==> config.mk <==
export PLATFORM = sky130hd
export DESIGN_NAME = usd_top
export DESIGN_NICKNAME = d
export VERILOG_FILES = /design/src/hdl/usd_pkg.sv /design/src/hdl/usd_top.sv
export SDC_FILE = /design/constraint.sdc
export NUM_CORES = 1
export LEC_CHECK = 0
export BUFFER_PORTS_ARGS = -buffer_cell sky130_fd_sc_hd__buf_4
export CORE_MARGIN = 2
export CORE_UTILIZATION = 30
export DETAILED_ROUTE_END_ITERATION = 6
export GPL_TIMING_DRIVEN = 0
export PLACE_DENSITY = 0.42
export SETUP_SLACK_MARGIN = 0.05
export SYNTH_ARGS = -nofsm -noshare
export SYNTH_HDL_FRONTEND = slang
export SYNTH_HIERARCHICAL = 1
export SYNTH_SLANG_ARGS = --single-unit
==> constraint.sdc <==
create_clock -name core_clk -period 6.5 [get_ports core_clk]
set_clock_uncertainty 0.05 [all_clocks]
set_input_delay 1.95 -clock core_clk [delete_from_list [all_inputs] [get_ports core_clk]]
set_output_delay 1.95 -clock core_clk [all_outputs]
set_load 0.01 [all_outputs]
==> src/hdl/usd_pkg.sv <==
package usd_pkg;

  // ==========================================================
  // Register byte addresses.
  localparam logic [7:0] ADDR_BAUD = 8'h00;
  localparam logic [7:0] ADDR_CTRL = 8'h04;
  localparam logic [7:0] ADDR_STAT = 8'h08;
  localparam logic [7:0] ADDR_CTL3 = 8'h0C;
  localparam logic [7:0] ADDR_DATA = 8'h10;

  // ==========================================================
  // Field positions of uart_control_three.
  localparam int unsigned C3_RX_NINTH = 7;
  localparam int unsigned C3_TX_NINTH = 6;
  localparam int unsigned C3_PIN_DIR = 5;
  localparam int unsigned C3_TX_INV = 4;
  localparam int unsigned C3_OVR_IE = 3;
  localparam int unsigned C3_NOISE_IE = 2;
  localparam int unsigned C3_FRAME_IE = 1;
  localparam int unsigned C3_PAR_IE = 0;

  // ==========================================================
  // Field positions of the mode control register.
  localparam int unsigned CT_RX_EN = 0;
  localparam int unsigned CT_TX_EN = 1;
  localparam int unsigned CT_NINE_BIT = 2;
  localparam int unsigned CT_PAR_EN = 3;
  localparam int unsigned CT_PAR_ODD = 4;
  localparam int unsigned CT_LOOP_SEL = 5;
  localparam int unsigned CT_RX_SRC_SEL = 6;

  // ==========================================================
  // Field positions of uart_status_one and of the flag vector.
  localparam int unsigned ST_TX_ROOM = 7;
  localparam int unsigned ST_TX_DONE = 6;
  localparam int unsigned FL_RX_FULL = 4;
  localparam int unsigned FL_OVERRUN = 3;
  localparam int unsigned FL_NOISE = 2;
  localparam int unsigned FL_FRAMING = 1;
  localparam int unsigned FL_PARITY = 0;

  // ==========================================================
  // Reset values.
  localparam logic [12:0] BAUD_RST = 13'h0001;
  localparam logic [6:0] CTRL_RST = 7'h00;
  localparam logic [6:0] CTL3_RST = 7'h00;

  // ==========================================================
  // Sixteen ticks per bit; majority samples at ticks 7, 8 and 9.
  localparam logic [3:0] RT_LAST = 4'hF;
  localparam logic [3:0] RT_SMP_FIRST = 4'h7;
  localparam logic [3:0] RT_SMP_LAST = 4'h9;
  localparam logic [3:0] RT_RESTART = 4'h1;
  localparam logic [3:0] BITS_8 = 4'hA;
  localparam logic [3:0] BITS_9 = 4'hB;

  typedef enum {TX_IDLE, TX_SHIFT} usd_tx_type;
  typedef enum {RX_IDLE, RX_BITS} usd_rx_type;

endpackage : usd_pkg

==> src/hdl/usd_top.sv <==
`timescale 1ns/1ns

// ============================================================
// Transmit buffer with valid/ready on both sides.
module usd_fifo #(
  parameter int WIDTH = 9,
  parameter int DEPTH = 16
) (
  input wire logic core_clk,
  input wire logic sys_rst,
  input wire logic ce,
  input wire logic in_valid,
  output logic in_ready,
  input wire logic [WIDTH-1:0] in_data,
  output logic out_valid,
  input wire logic out_ready,
  output logic [WIDTH-1:0] out_data
);
  localparam int AW = $clog2(DEPTH);
  logic [WIDTH-1:0] mem [DEPTH];
  logic [AW-1:0] wp_r;
  logic [AW-1:0] rp_r;
  logic [AW:0] cnt_r;
  wire push = in_valid & in_ready;
  wire pop = out_valid & out_ready;

  assign in_ready = cnt_r != (AW+1)'(DEPTH);
  assign out_valid = cnt_r != '0;
  assign out_data = mem[rp_r];

  always_ff @(posedge core_clk) begin
    if (sys_rst) begin
      wp_r <= '0;
      rp_r <= '0;
      cnt_r <= '0;
    end else if (ce) begin
      if (push) begin
        wp_r <= (wp_r == AW'(DEPTH - 1)) ? '0 : wp_r + 1'b1;
      end
      if (pop) begin
        rp_r <= (rp_r == AW'(DEPTH - 1)) ? '0 : rp_r + 1'b1;
      end
      cnt_r <= cnt_r + (AW+1)'(push) - (AW+1)'(pop);
    end
  end

  always_ff @(posedge core_clk) begin
    if (ce && push) begin
      mem[wp_r] <= in_data;
    end
  end
endmodule : usd_fifo

// Behaviour
// - Nine-bit mode: received ninth bit reads at control three bit 7.
// - Data write sends transmit ninth bit (bit 6) with the byte.
// - Single-wire mode: bit 5 set drives pin, clear makes it input.
// - Bit 4 inverts whole transmit output, idle level included.
// - Bit 3 gates overrun flag onto the error request.
// - Bit 2 gates noise flag onto the error request.
// - Bit 1 gates framing flag onto the error request.
// - Bit 0 gates parity flag onto the error request.
// - Data address reads receive buffer, writes transmit buffer.
// - Data register reads take part in flag clearing; data writes do not.
// - Baud generator runs from bus clock, shared by both directions.
// - Full-duplex asynchronous NRZ transfer.
// - Receiver realigns bit timing at falling edges in a frame, except those at sample ticks 7 to 9.
// - Error flag clears after status read with it set, then data read.
module usd_top
  import usd_pkg::*;
#(
  parameter int BAUD_W = 13,
  parameter int FIFO_DEPTH = 16
) (
  input wire logic core_clk,
  input wire logic sys_rst,
  input wire logic ce,
  input wire logic [7:0] paddr,
  input wire logic psel,
  input wire logic penable,
  input wire logic pwrite,
  input wire logic [31:0] pwdata,
  output logic [31:0] prdata,
  output logic pready,
  output logic pslverr,
  input wire logic rx_pin,
  input wire logic tx_pin_in,
  output logic tx_pin_out,
  output logic tx_pin_oe,
  output logic err_irq
);
  // ==========================================================
  // Register state.
  logic [BAUD_W-1:0] baud_r;
  logic [6:0] ctrl_r;
  logic [6:0] ctl3_r;
  logic [8:0] rx_buf_r;
  logic [4:0] flags_r;
  logic [4:0] armed_r;
  logic [31:0] prdata_r;
  logic pready_r;
  logic pslverr_r;
  logic tx_out_r;
  logic tx_oe_r;
  logic irq_r;

  // ==========================================================
  // APB decode.
  wire sel_baud = paddr == ADDR_BAUD;
  wire sel_ctrl = paddr == ADDR_CTRL;
  wire sel_stat = paddr == ADDR_STAT;
  wire sel_ctl3 = paddr == ADDR_CTL3;
  wire sel_data = paddr == ADDR_DATA;
  wire hit = sel_baud | sel_ctrl | sel_stat | sel_ctl3 | sel_data;
  wire access = psel & penable;
  wire done = access & pready_r;
  wire wr_done = done & pwrite;
  wire rd_done = done & ~pwrite;
  wire fifo_in_ready;
  wire data_push = wr_done & sel_data;
  wire can_answer = ~(pwrite & sel_data) | fifo_in_ready;
  wire pready_nxt = access & ~pready_r & can_answer;
  wire stat_rd = rd_done & sel_stat;
  wire data_rd = rd_done & sel_data;

  wire rx_en = ctrl_r[CT_RX_EN];
  wire tx_en = ctrl_r[CT_TX_EN];
  wire nine = ctrl_r[CT_NINE_BIT];
  wire par_en = ctrl_r[CT_PAR_EN];
  wire par_odd = ctrl_r[CT_PAR_ODD];
  wire single_wire = ctrl_r[CT_LOOP_SEL] & ctrl_r[CT_RX_SRC_SEL];

  // ==========================================================
  // Transmit buffer; a full buffer stalls the APB write.
  wire fifo_out_valid;
  wire fifo_out_ready;
  wire [8:0] fifo_out_data;

  usd_fifo #(
    .WIDTH(9),
    .DEPTH(FIFO_DEPTH)
  ) u_tx_fifo (
    .core_clk(core_clk),
    .sys_rst(sys_rst),
    .ce(ce),
    .in_valid(data_push),
    .in_ready(fifo_in_ready),
    .in_data({ctl3_r[C3_TX_NINTH], pwdata[7:0]}),
    .out_valid(fifo_out_valid),
    .out_ready(fifo_out_ready),
    .out_data(fifo_out_data)
  );

  // ==========================================================
  // Baud generator on the bus clock, one tick per sixteenth bit.
  logic [BAUD_W-1:0] baud_cnt_r;
  wire tick = (baud_r != '0) && (baud_cnt_r == baud_r - 1'b1);

  always_ff @(posedge core_clk) begin
    if (sys_rst) begin
      baud_cnt_r <= '0;
    end else if (ce) begin
      baud_cnt_r <= tick ? '0 : baud_cnt_r + 1'b1;
    end
  end

  // ==========================================================
  // Transmitter.
  usd_tx_type tx_st_r;
  logic [10:0] tx_sh_r;
  logic [3:0] tx_bits_r;
  logic [3:0] tx_rt_r;
  wire [7:0] td = fifo_out_data[7:0];
  wire tx_par = nine ? (^td ^ par_odd) : (^td[6:0] ^ par_odd);
  wire tx_b8 = (nine & par_en) ? tx_par : fifo_out_data[8];
  wire tx_b7 = (~nine & par_en) ? tx_par : td[7];
  wire [10:0] tx_frame = nine ? {1'b1, tx_b8, tx_b7, td[6:0], 1'b0}
                              : {2'b11, tx_b7, td[6:0], 1'b0};
  wire tx_load = fifo_out_valid & fifo_out_ready;
  wire tx_bit_end = (tx_st_r == TX_SHIFT) & tick & (tx_rt_r == RT_LAST);
  wire tx_line = (tx_st_r == TX_SHIFT) ? tx_sh_r[0] : 1'b1;
  assign fifo_out_ready = (tx_st_r == TX_IDLE) & tx_en;

  always_ff @(posedge core_clk) begin
    if (sys_rst) begin
      tx_st_r <= TX_IDLE;
      tx_sh_r <= '1;
      tx_bits_r <= '0;
      tx_rt_r <= '0;
    end else if (ce) begin
      if (tx_load) begin
        tx_st_r <= TX_SHIFT;
        tx_sh_r <= tx_frame;
        tx_bits_r <= nine ? BITS_9 : BITS_8;
        tx_rt_r <= '0;
      end else if (tx_st_r == TX_SHIFT && tick) begin
        tx_rt_r <= tx_rt_r + 1'b1;
        if (tx_bit_end) begin
          tx_sh_r <= {1'b1, tx_sh_r[10:1]};
          tx_bits_r <= tx_bits_r - 1'b1;
          if (tx_bits_r == 4'h1) begin
            tx_st_r <= TX_IDLE;
          end
        end
      end
    end
  end

  // ==========================================================
  // Pin synchronisers: three stages, accept when stages 2 and 3 agree.
  logic [1:0] s1_r;
  logic [1:0] s2_r;
  logic [1:0] s3_r;
  logic [1:0] filt_r;

  always_ff @(posedge core_clk) begin
    if (sys_rst) begin
      s1_r <= '1;
      s2_r <= '1;
      s3_r <= '1;
      filt_r <= '1;
    end else if (ce) begin
      s1_r <= {tx_pin_in, rx_pin};
      s2_r <= s1_r;
      s3_r <= s2_r;
      for (int i = 0; i < 2; i++) begin
        if (s2_r[i] == s3_r[i]) begin
          filt_r[i] <= s3_r[i];
        end
      end
    end
  end

  wire rx_src = ctrl_r[CT_LOOP_SEL] ?
                (ctrl_r[CT_RX_SRC_SEL] ? filt_r[1] : tx_line) : filt_r[0];

  // ==========================================================
  // Receiver with majority sampling and falling-edge realignment.
  usd_rx_type rx_st_r;
  logic rx_prev_r;
  logic [3:0] rx_rt_r;
  logic [3:0] rx_idx_r;
  logic [2:0] smp_r;
  logic [8:0] rx_sh_r;
  logic rx_noise_r;
  wire rx_bits = rx_st_r == RX_BITS;
  wire fall = tick & rx_prev_r & ~rx_src;
  wire late_edge = rx_bits & fall & (rx_rt_r > RT_SMP_LAST);
  wire early_edge = rx_bits & fall & (rx_rt_r < RT_SMP_FIRST);
  wire rx_bit_end = rx_bits & tick & ((rx_rt_r == RT_LAST) | late_edge);
  wire in_smp = (rx_rt_r >= RT_SMP_FIRST) & (rx_rt_r <= RT_SMP_LAST);
  wire maj = (smp_r[0] & smp_r[1]) | (smp_r[0] & smp_r[2])
           | (smp_r[1] & smp_r[2]);
  wire noisy = (smp_r != 3'b000) & (smp_r != 3'b111);
  wire [3:0] rx_last = (nine ? BITS_9 : BITS_8) - 4'h1;
  wire rx_stop = rx_bit_end & (rx_idx_r == rx_last);
  wire [8:0] rx_data = nine ? rx_sh_r : {1'b0, rx_sh_r[8:1]};
  wire fe_ev = ~maj;
  wire pf_ev = par_en & ((^rx_data) != par_odd);
  wire nf_ev = rx_noise_r | noisy;

  always_ff @(posedge core_clk) begin
    if (sys_rst) begin
      rx_st_r <= RX_IDLE;
      rx_prev_r <= 1'b1;
      rx_rt_r <= '0;
      rx_idx_r <= '0;
      smp_r <= '0;
      rx_sh_r <= '0;
      rx_noise_r <= 1'b0;
    end else if (ce) begin
      if (tick) begin
        rx_prev_r <= rx_src;
      end
      if (rx_st_r == RX_IDLE) begin
        if (rx_en && fall) begin
          rx_st_r <= RX_BITS;
          rx_rt_r <= RT_RESTART;
          rx_idx_r <= '0;
          rx_noise_r <= 1'b0;
        end
      end else if (tick) begin
        if (in_smp) begin
          smp_r <= {smp_r[1:0], rx_src};
        end
        if (rx_bit_end) begin
          rx_rt_r <= fall ? RT_RESTART : '0;
          rx_idx_r <= rx_idx_r + 1'b1;
          rx_noise_r <= nf_ev;
          if (rx_idx_r != '0 && !rx_stop) begin
            rx_sh_r <= {maj, rx_sh_r[8:1]};
          end
          if ((rx_idx_r == '0 && maj) || rx_stop || !rx_en) begin
            rx_st_r <= RX_IDLE;
          end
        end else begin
          rx_rt_r <= early_edge ? RT_RESTART : rx_rt_r + 1'b1;
        end
      end
    end
  end

  // ==========================================================
  // Status flags: hardware set wins over the clearing sequence.
  wire [4:0] clr = data_rd ? armed_r : 5'h00;
  wire rx_full_eff = flags_r[FL_RX_FULL] & ~clr[FL_RX_FULL];
  wire rx_take = rx_stop & ~rx_full_eff;
  wire rx_lost = rx_stop & rx_full_eff;
  wire [4:0] set_ev = rx_take ? {1'b1, 1'b0, nf_ev, fe_ev, pf_ev}
                    : (rx_lost ? 5'h08 : 5'h00);
  wire [4:0] flags_nxt = (flags_r & ~clr) | set_ev;
  wire [3:0] err_en = ctl3_r[C3_OVR_IE:C3_PAR_IE];
  wire irq_nxt =
      |(flags_r[FL_OVERRUN:FL_PARITY] & err_en);

  always_ff @(posedge core_clk) begin
    if (sys_rst) begin
      flags_r <= '0;
      armed_r <= '0;
      rx_buf_r <= '0;
      irq_r <= 1'b0;
    end else if (ce) begin
      flags_r <= flags_nxt;
      irq_r <= irq_nxt;
      if (stat_rd) begin
        armed_r <= flags_r;
      end else if (data_rd) begin
        armed_r <= '0;
      end
      if (rx_take) begin
        rx_buf_r <= rx_data;
      end
    end
  end

  // ==========================================================
  // Register writes and read data.
  wire tx_done_st = (tx_st_r == TX_IDLE) & ~fifo_out_valid;
  wire [7:0] stat_val = {fifo_in_ready, tx_done_st, 1'b0, flags_r};
  wire [7:0] ctl3_val = {rx_buf_r[8], ctl3_r};
  wire [31:0] rdata_mux =
      sel_baud ? {{(32-BAUD_W){1'b0}}, baud_r}
    : sel_ctrl ? {25'h000_0000, ctrl_r}
    : sel_stat ? {24'h00_0000, stat_val}
    : sel_ctl3 ? {24'h00_0000, ctl3_val}
    : sel_data ? {24'h00_0000, rx_buf_r[7:0]}
    : 32'h0000_0000;

  always_ff @(posedge core_clk) begin
    if (sys_rst) begin
      baud_r <= BAUD_RST[BAUD_W-1:0];
      ctrl_r <= CTRL_RST;
      ctl3_r <= CTL3_RST;
      pready_r <= 1'b0;
      prdata_r <= '0;
      pslverr_r <= 1'b0;
    end else if (ce) begin
      pready_r <= pready_nxt;
      pslverr_r <= pready_nxt & ~hit;
      if (pready_nxt) begin
        prdata_r <= pwrite ? 32'h0000_0000 : rdata_mux;
      end
      if (wr_done && sel_baud) begin
        baud_r <= pwdata[BAUD_W-1:0];
      end
      if (wr_done && sel_ctrl) begin
        ctrl_r <= pwdata[6:0];
      end
      if (wr_done && sel_ctl3) begin
        ctl3_r <= pwdata[6:0];
      end
    end
  end

  // ==========================================================
  // Pin and request outputs.
  always_ff @(posedge core_clk) begin
    if (sys_rst) begin
      tx_out_r <= 1'b1;
      tx_oe_r <= 1'b0;
    end else if (ce) begin
      tx_out_r <= tx_line ^ ctl3_r[C3_TX_INV];
      tx_oe_r <= single_wire ? ctl3_r[C3_PIN_DIR] : tx_en;
    end
  end

  assign prdata = prdata_r;
  assign pready = pready_r;
  assign pslverr = pslverr_r;
  assign tx_pin_out = tx_out_r;
  assign tx_pin_oe = tx_oe_r;
  assign err_irq = irq_r;
endmodule : usd_top

# Yosys cells after proc, flatten, opt, wreduce, memory -nomap -nowiden
# Memory sizes are Yosys's and may differ from the RTL's. A register that Yosys moved wholly into a read port is not among the register bits.
# Cells that the tools add are included.
[totals]
output_inout_bits = 37
ff_bits = 222
mem_count = 1
mem_bits_rw = 144
word_cells = 241
in_bits = 48
[classes]
addsub = 11
order_cmp = 4
reduce_logical = 51
n_eq_ne = 19
muxes = 59
bitwise_logic = 64
[mem_list]
columns = ["memory", "depth", "width", "read_ports", "rd_ports_with_merged_regs", "wr", "line_no", "rtl"]
rows = [
  ["u_tx_fifo.mem", 16, 9, 1, 1, 1, "usd_top.sv:20", "logic [WIDTH-1:0] mem [DEPTH];"],
]
[ops]
columns = ["op", "count"]
rows = [
  ["32-bit 2-to-1 mux", 9],
  ["4-bit 2-to-1 mux", 19],
  ["32-bit by 2-bit equality test with 1-bit output (second input constant)", 2],
  ["32-bit logical NOT", 2],
  ["13-bit 2-to-1 mux", 3],
  ["1-bit bitwise AND", 37],
  ["11-bit 2-to-1 mux", 3],
  ["8-bit 2-to-1 mux", 4],
  ["2-bit AND reduction", 12],
  ["4-bit by 1-bit adder with 4-bit output (second input constant)", 5],
  ["5-bit 2-to-1 mux", 4],
  ["4-bit equality test (second input constant)", 4],
  ["8-bit by 4-bit equality test with 1-bit output (second input constant)", 2],
  ["1-bit 2-to-1 mux", 15],
  ["2-bit nonzero test", 7],
  ["13-bit by 1-bit adder with 13-bit output (second input constant)", 1],
  ["13-bit equality test", 1],
  ["13-bit nonzero test", 1],
  ["13-bit by 1-bit subtractor with 13-bit output (second input constant)", 1],
  ["4-bit AND reduction", 3],
  ["1-bit NOT", 11],
  ["10-bit 2-to-1 mux", 1],
  ["5-bit AND reduction", 2],
  ["1-bit logical AND", 9],
  ["other kinds (35)", 50],
]

# Logic depth before layout (Yosys ltp)
# Gate-level depths: netlist of run 1.
[logic_depth]
depth_word = 17
mapped_depth = 14
ltp_nobuf = 12

# Hierarchy
# The synthesis of run 1 kept the hierarchy.
[modules_own_cells]
columns = ["module", "area_each_um2", "seq_area_each_um2", "cells_per_inst", "n_inst"]
rows = [
  ["usd_top", 6774.0, 2542.4, 822, 1],
  ["usd_fifo", 6485.0, 4664.5, 342, 1],
]

# Least setup slack after synthesis of run 1
# OpenSTA, ideal clock, no wires.
[synth_timing]
path_kind = "in2reg"
startpoint = "input port paddr[3]"
endpoint = "register u_tx_fifo.cnt_r[4]"
arrival_ns = 4.935
t_required_ns = 6.329
setup_time_ns = 0.121
setup_slack_ns = 1.395
n_path_buf = 2
cell_stages = 14
cell_sequence = "clkbuf_1 -> or3b_2 -> nor3_1 -> clkbuf_1 -> and3_1 -> nand2_1 -> ha_1 -> inv_1 -> ha_1 -> fa_1 -> a21oi_1 -> o21bai_1 -> mux2i_1 -> mux2_2"
[synth_via]
elab_chain_len = 5
[synth_rtl]
columns = ["element", "line_no", "rtl"]
rows = [
  ["start, declared", "usd_top.sv:78", "input wire logic [7:0] paddr,"],
  ["8-bit by 5-bit equality test with 1-bit output", "usd_top.sv:113", "wire sel_data = paddr == ADDR_DATA;"],
  ["1-bit bitwise AND", "usd_top.sv:120", "wire data_push = wr_done & sel_data;"],
  ["via data_push", "usd_top.sv:120", ""],
  ["1-bit bitwise AND", "usd_top.sv:24", "wire push = in_valid & in_ready;"],
  ["5-bit by 1-bit adder with 5-bit output", "usd_top.sv:43", "cnt_r <= cnt_r + (AW+1)'(push) - (AW+1)'(pop);"],
  ["5-bit by 1-bit subtractor with 5-bit output", "usd_top.sv:43", ""],
  ["end signal, assigned", "usd_top.sv:43", ""],
  ["end, declared", "usd_top.sv:23", "logic [AW:0] cnt_r;"],
]
# The timed path passes the listed nets, and every way through them passes these cells.
# A chain may end at the register's enable or synchronous reset.

# Worst setup path after layout of run 1
[layout_timing]
startpoint = "input port paddr[3]"
endpoint = "memory u_tx_fifo.mem[14][5], enable pin"
[layout_via]
elab_chain_len = 6
[layout_rtl]
columns = ["element", "line_no", "rtl"]
rows = [
  ["8-bit by 5-bit equality test with 1-bit output", "usd_top.sv:113", ""],
  ["1-bit bitwise AND", "usd_top.sv:120", ""],
  ["via data_push", "usd_top.sv:120", ""],
  ["1-bit bitwise AND", "usd_top.sv:24", ""],
  ["1-bit logical AND", "usd_top.sv:48", "if (ce && push) begin"],
  ["1-bit 2-to-1 mux", "usd_top.sv:48", ""],
  ["1-bit 2-to-1 mux (not written as such)", "usd_top.sv:49", "mem[wp_r] <= in_data;"],
  ["end, declared", "usd_top.sv:20", ""],
]
# The timed path passes the listed nets, and every way through them passes these cells.

==> key figures, run 1 <==
Flow run
  • Max Cap Viol: 0

Drt
  • DRT Pass-1 Iters: 5
  • WL met2: 16.81 mm
  • Final wirelength: between 30 and 40 mm
  • Drt initial violations: 489
  • Post-DR wirelength/cell: 19.42 µm
  • Highest routed layer: met4
  • Via count: 9,195
  • Antenna viol nets, final: 0
  • Via density: slightly below 5
  • DR DRC count: 0
  • Metal3 WL: 1.487 mm
  • DRT met1 WL: 17.42 mm

Timing
  • Fmax: 189.1 MHz
  • Final Max Slew Viols: 0
  • Minimum clock period: 5.289 ns
  • Period utilization: 0.8137
  • Slew @ Worst Pin: 1.053 ns
  • RSZ-0062 raised after global routing: false
  • Max_slew headroom: 0.2956
  • Setup TNS: 0 ns
  • Fin. Hold Viols: 0
  • Finish-stage setup viols: 0

Clocking
  • CTS tree: done
  • Clock Sink Count: 288
  • H-tree Lvls: 2
  • Root Buffer: clkbuf_16
  • Worst-Skew Late Latency: between 0.5 and 0.6 ns
  • Setup repair bufs after CTS: 0
  • CTS max path bufs: 3
  • Worst-path clk slew: 0.05 ns
  • Cts hold-fix bufs: 0
  • Post_cts resized: 0
  • TritonCTS buffer count: 35

Yosys
  • Register area share after synthesis: 0.5436
  • Post-synth cell types: between 70 and 80
  • #FFs+latches synth: 288
  • Ys async rst share: 0
  • Mapped Cells: 1,164
  • Mapped cell area: 13,260 µm²
  • Top FF cell, synth: edfxtp_1
  • Yosys warns: 6
  • Synthesized area per cell: between 10 and 15 µm²
  • Post-synth EDFFs: between 100 and 150

Finish
  • Nets: 1,334
  • Share of layout cells above drive strength 1: 0.1439
  • Filler Cells Inserted: 4,476
  • Commonest cells after routing, fill and taps aside: dfxtp_1, edfxtp_1, nand2_1, nor2_1, buf_4
  • Synth-to-Final Area Change: 17.63%
  • Final core area utilization: 0.3550
  • N_diodes: 0

Floorplanning
  • Core area: 43,930 µm²
  • Full die area: 45,890 µm²
  • Die width: 214.2 µm
  • Site Rows: 77
  • Ports: 85
  • Initial core utilization: 0.3018
  • Die Y: around 210 µm

Worst setup path
  • Crit path max fanout: 10
  • Setup crit end kind: flip-flop
  • Delay-heaviest family, CP: simple AND/OR/NAND/NOR gates
  • Crit path max-delay cell type: nor2_1
  • Worst endpoint data arrival time: 5.38 ns
  • Critical Path RT: 6.59 ns
  • CP Launch Type: input port
  • Worst-path cell chain: clkbuf_1 -> or3b_2 -> nor3_1 -> clkbuf_1 -> and3_1 -> and2_1 -> and2_1 -> nand2_1 -> nor2_1
  • Crit-path max cell delay: around 0.85 ns
  • WP buf/inv: 2
  • Kind of critical path: in -> reg

GRT
  • Remaining global-route overflow: 0
  • Largest net degree at the start of global routing: 20
  • Initial antenna violation count: 0
  • Vias in the first global route: 9,119
  • Global-route wire length before repair: between 50 and 60 mm
  • Total track usage: 0.1595

Power and ir drop
  • Worst vdd ir: 0.1483 mV
  • Leakage: 5.563 nW
  • PD cells: roughly 260 nW/µm²

Place
  • # port buffers: 44
  • Dpl hpwl: 25.04 mm
  • GPL Wtd Cong: 0.7638

Outcome
  • Status: finished, final reports clean

Worst hold path
  • Hold Crit Class: reg -> reg
[cells by family after synthesis]
group / after synthesis / share of synthesized area
xor+xnor: 50 / 0.03303
simple gates: 403 / 0.1482
mux: 102 / 0.1174
compound gates: 182 / 0.09003
other cells: 1 / 0.0002828
buf+inv: 114 / 0.04445
flops: 288 / 0.5435
fa+ha+maj: 24 / 0.02303
[metrics by stage]
stage / std cells / hold WS (ns) / power [mW] / setup slack (ns) / instance area, µm²
2_1_floorplan: 1182 / 0.3799 / 2.026 / 1.395 / 13330
3_3_place_gp: 1818 / 0.3962 / 2.098 / 0.1854 / 14400
3_5_place_dp: 1818 / 0.3984 / 2.098 / 0.6752 / 14420
5_1_grt: 1878 / 0.4245 / 4.195 / 1.008 / 15600
4_1_cts: 1878 / 0.4068 / 4.103 / 1.211 / 15600
6_report: 1878 / 0.4009 / 4.052 / 1.211 / 15600
[final timing paths]
check	from	endpoint	slack (ns)	cells past startpoint
min	s3_r[1]	s3_r[1]	0.40	2
max	paddr[3]	u_tx_fifo/mem[14][5]	1.21	9
min reg2reg	s3_r[1]	s3_r[1]	0.40	2
max reg2reg	baud_r[0]	rx_noise_r	2.73	11
[state kept, by name, indices dropped and copies added, names as in the netlist, 4 cells and up, named ones only]
signal and cells:
u_tx_fifo/cnt_r 5, u_tx_fifo/wp_r 4, tx_sh_r 10, prdata 13, baud_r 13, baud_cnt_r 13, u_tx_fifo/rp_r 4, tx_rt_r 4
u_tx_fifo/mem 144, rx_rt_r 4, tx_bits_r 4, rx_buf_r 9, flags_r 5, ctl3_r 7, armed_r 5, rx_sh_r 9
ctrl_r 7, rx_idx_r 4
[per-layer routing]
metal	GRT usage	up-vias
met3	0.02482	57
met4	0.04375	0
met2	0.2567	180
met1	0.2232	4525
li1	-	4433
met5	0	-
[area by class of cell]
cell class,count,area [µm²],area share
flip-flops and latches,288,7207,0.4621
inverters,27,101.3,0.006498
multi-input cells,780,5550,0.3559
clock inverters,12,151.4,0.009707
repair buffers,44,330.3,0.02118
clock buffers,48,1027,0.06586
well taps,592,740.7,0.04749
plain buffers,87,488.0,0.03129
[report_power, final]
| group | internal (mW) | switching [mW] |
|---|---|---|
| combinational | 0.0456 | 0.0974 |
| clock | 1.23 | 0.771 |
| sequential | 1.91 | 0.00468 |
[worst min-delay path: stages (launching register included)]
cell,delay (ns)
dfxtp_1,0.31
inv_1,0.04
o21ai_0,0.05
[synthesized netlist by cell type, types with 9 or more instances]
cell | count | area share
a21oi_1 | 65 | 0.025
a22oi_1 | 32 | 0.018
and3_1 | 19 | 0.0090
buf_2 | 9 | 0.0034
buf_4 | 25 | 0.014
clkbuf_1 | 43 | 0.012
dfxtp_1 | 144 | 0.22
edfxtp_1 | 144 | 0.33
ha_1 | 22 | 0.021
inv_1 | 27 | 0.0076
mux2i_1 | 58 | 0.044
mux4_1 | 20 | 0.040
mux4_2 | 16 | 0.027
nand2_1 | 129 | 0.037
nand2b_1 | 9 | 0.0042
nand3_1 | 34 | 0.013
nand4_1 | 10 | 0.0047
nor2_1 | 118 | 0.033
nor3_1 | 18 | 0.0068
o21ai_0 | 24 | 0.0091
xnor2_1 | 30 | 0.020
xor2_1 | 20 | 0.013
No activity file was read; power rests on OpenSTA's default activity.
==> inputs of run 2 (changes only) <==
--- a/config.mk
+++ b/config.mk
@@ -10,7 +10,7 @@
 export CORE_UTILIZATION = 30
 export DETAILED_ROUTE_END_ITERATION = 6
 export GPL_TIMING_DRIVEN = 0
-export PLACE_DENSITY = 0.42
+export PLACE_DENSITY = 0.44
 export SETUP_SLACK_MARGIN = 0.05
 export SYNTH_ARGS = -nofsm -noshare
 export SYNTH_HDL_FRONTEND = slang
==> constraint.sdc (replaced) <==
create_clock -name core_clk -period 4.6 [get_ports core_clk]
set_clock_uncertainty 0.05 [all_clocks]
set_input_delay 1.38 -clock core_clk [delete_from_list [all_inputs] [get_ports core_clk]]
set_output_delay 1.38 -clock core_clk [all_outputs]
set_load 0.01 [all_outputs]
==> key figures, run 2 (synthesized netlist as in run 1, its figures left out) <==
Finish
  • Largest reg by FF count: u_tx_fifo/mem
  • Commonest cells after routing, fill and taps aside: dfxtp_1, edfxtp_1, nand2_1, nor2_1, buf_4
  • FF/Latch Area: 7207 µm² (unchanged)
  • Nets: 1,334 (unchanged)
  • Synth-to-Final Area Change: 17.32%
  • Max reg flops: 144 (unchanged)
  • Multi-input logic area: 5569 µm² (+0.34%)
  • Filler Cells Inserted: 4,424 (-1.2%)
  • Share of layout cells above drive strength 1: 0.1473 (+0.003430)
  • Final core area utilization: 0.3541 (-0.0009400)
  • N_diodes: 0 (unchanged)

Floorplanning
  • Die width: 214.2 µm (unchanged)
  • Ports: 85 (unchanged)
  • Initial core utilization: 0.3018 (unchanged)
  • Die Y: 214.2 µm (unchanged)
  • Core area: 43,930 µm² (unchanged)
  • Full die area: 45,890 µm² (unchanged)
  • Site Rows: 77 (unchanged)

Worst setup path
  • CP Launch Type: input port
  • Delay-heaviest family, CP: simple AND/OR/NAND/NOR gates
  • Worst-path cell chain: clkbuf_1 -> or3b_2 -> nor3_4 -> clkbuf_4 -> and3_1 -> nand2_1 -> ha_1 -> inv_1 -> ha_1 -> fa_1 -> a21oi_1 -> o21bai_1 -> mux2i_1 -> mux2_2
  • Crit path max fanout: 10 (unchanged)
  • Crit-path max cell delay: 0.55 ns (-0.30 ns)
  • WP buf/inv: 3 (+1)
  • Worst endpoint data arrival time: 4.66 ns (-0.72 ns)
  • Setup crit end kind: flip-flop
  • CP dominant cell by count: ha_1
  • Worst setup path startpoint: paddr[3]
  • Kind of critical path: in -> reg
  • FF-to-FF Start: baud_r[0]
  • Critical Path RT: 4.96 ns (-1.63 ns)
  • Crit path max-delay cell type: or3b_2

GRT
  • Initial antenna violation count: 0 (unchanged)
  • Total track usage: 0.1591 (-0.0003986)
  • Met3 layer usage reported by global route: 0.02142 (-0.003404)
  • Global routing's busiest layer: met2
  • Largest net degree at the start of global routing: 20 (unchanged)
  • Met1 Use GR: 0.2230 (-0.0002717)
  • M2 GR Usage: 0.2588 (+0.002056)
  • Vias in the first global route: 9,127 (+0.088%)
  • Remaining global-route overflow: 0 (unchanged)
  • Global-route wire length before repair: 56.08 mm (+0.53%)

Timing
  • Slew @ Worst Pin: 0.9778 ns (-0.07496 ns)
  • Setup TNS: 0 ns (unchanged)
  • Fmax: 232.6 MHz
  • Final WS setup: 0.3012 ns (-0.9097 ns)
  • Max_slew headroom: 0.3467 (+0.05115)
  • Period utilization: 0.9345
  • Final Max Slew Viols: 0 (unchanged)
  • Fin. Hold Viols: 0 (unchanged)
  • Finish-stage setup viols: 0 (unchanged)
  • Minimum clock period: approximately 4.3 ns
  • RSZ-0062 raised after global routing: false

Worst hold path
  • Hold Crit Start: prdata[5]
  • Hold Crit Class: reg -> reg

Clocking
  • Root Buffer: clkbuf_16
  • Clock Sink Count: 288 (unchanged)
  • H-tree Lvls: 2 (unchanged)
  • CTS tree: done
  • Setup repair bufs after CTS: 0 (unchanged)
  • TritonCTS buffer count: 35 (unchanged)
  • Worst-Skew Late Latency: 0.53 ns (about the same)
  • CTS max path bufs: 3 (unchanged)
  • Worst-path clk slew: 0.06 ns (about the same)

Place
  • Dpl hpwl: 24.78 mm (-1.0%)
  • GPL Wtd Cong: 0.8066 (+5.6%)
  • Pre-CTS setup slack: -0.7577 ns (-1.433 ns)
  • # port buffers: 44 (unchanged)

Power and ir drop
  • Worst vdd ir: 0.1922 mV (+30%)
  • PD cells: 359.8 nW/µm² (+39%)
  • Pint: 4.332 mW (+36%)
  • NetSw: 1.265 mW (+45%)
  • Sequential share of power: 0.483 (+0.011)
  • Power, Total: 5.597 mW (+38%)
  • Leakage: 5.537 nW (-0.47%)
  • Switching share of power: 0.2261 (+0.01064)
  • Clock Power Share: 0.481 (-0.012)
  • Combinational power share: 0.036 (about the same)

Drt
  • Drt initial violations: 621 (+27%)
  • Final wirelength: 36.40 mm (-0.21%)
  • Via density: 4.885 (-0.23%)
  • DRT Pass-1 Iters: 5 (unchanged)
  • DR DRC count: 0 (unchanged)
  • Post-DR wirelength/cell: 19.34 µm (-0.42%)
  • Via count: 9,193 (-0.022%)
  • Antenna viol nets, final: 0 (unchanged)

Outcome
  • Status: finished, final reports clean

Flow run
  • Max Cap Viol: 0 (unchanged)
-- run 2: cell count changes in the layout (fill, tap and decap cells not counted), sizes merged --
cell      previous run  this run
clkinvlp             0         2
bufinv               3         1
clkinv               8        10
inv                 28        30
-- run 2: repair_timing --
action | in CTS | in global routing
resized for setup | 3 | 5
hold buffers | 0 | 0
endpoints found under the setup margin | 145 | 52
-- run 2: final timing paths --
check                       endpoint  slack, ns  cells past startpoint
setup reg to reg          rx_noise_r       0.85                     11
hold / removal             prdata[5]       0.40                      2
setup / recovery  u_tx_fifo/cnt_r[4]       0.30                     14
hold reg to reg            prdata[5]       0.40                      2
-- run 2: area by class of cell --
class / instances / area share
plain buffers: 87 / 0.03161
clock buffers: 48 / 0.06338
clock inverters: 16 / 0.008285
inverters: 27 / 0.006515
multi-input cells: 780 / 0.3580
flip-flops and latches: 288 / 0.4633
well taps: 592 / 0.04762
repair buffers: 44 / 0.02124
-- run 2: power groups by stage --
stage | logic, mW | registers (mW) | clock network (mW)
global placement | 0.205 | 2.76 | 0
floorplan | 0.105 | 2.76 | 0
detailed placement | 0.205 | 2.76 | 0
finish | 0.204 | 2.70 | 2.69
CTS | 0.206 | 2.70 | 2.76
global route | 0.224 | 2.70 | 2.87
-- run 2: worst reg2reg max path: cells and delay by family, from the launching register on --
kind,cells,cell delay (ns)
compound gates,2,0.28
xor+xnor,1,0.15
fa+ha+maj,1,0.27
buf+inv,3,0.72
flops,1,0.38
simple gates,4,1.82
-- run 2: through the flow --
step	hold slack (ns)	cells	area, µm²
global route	0.4336	1882	15550
global placement	0.4000	1818	14400
finish	0.4046	1882	15550
detailed placement	0.4008	1818	14420
CTS	0.4087	1882	15540
floorplan	0.3799	1182	13330
-- run 2: metal layers --
metal  vias up  wire (µm)
li1       4436          -
met1      4542      17400
met2       169      17040
met3        46       1284
met5         -          0
met4         0        672
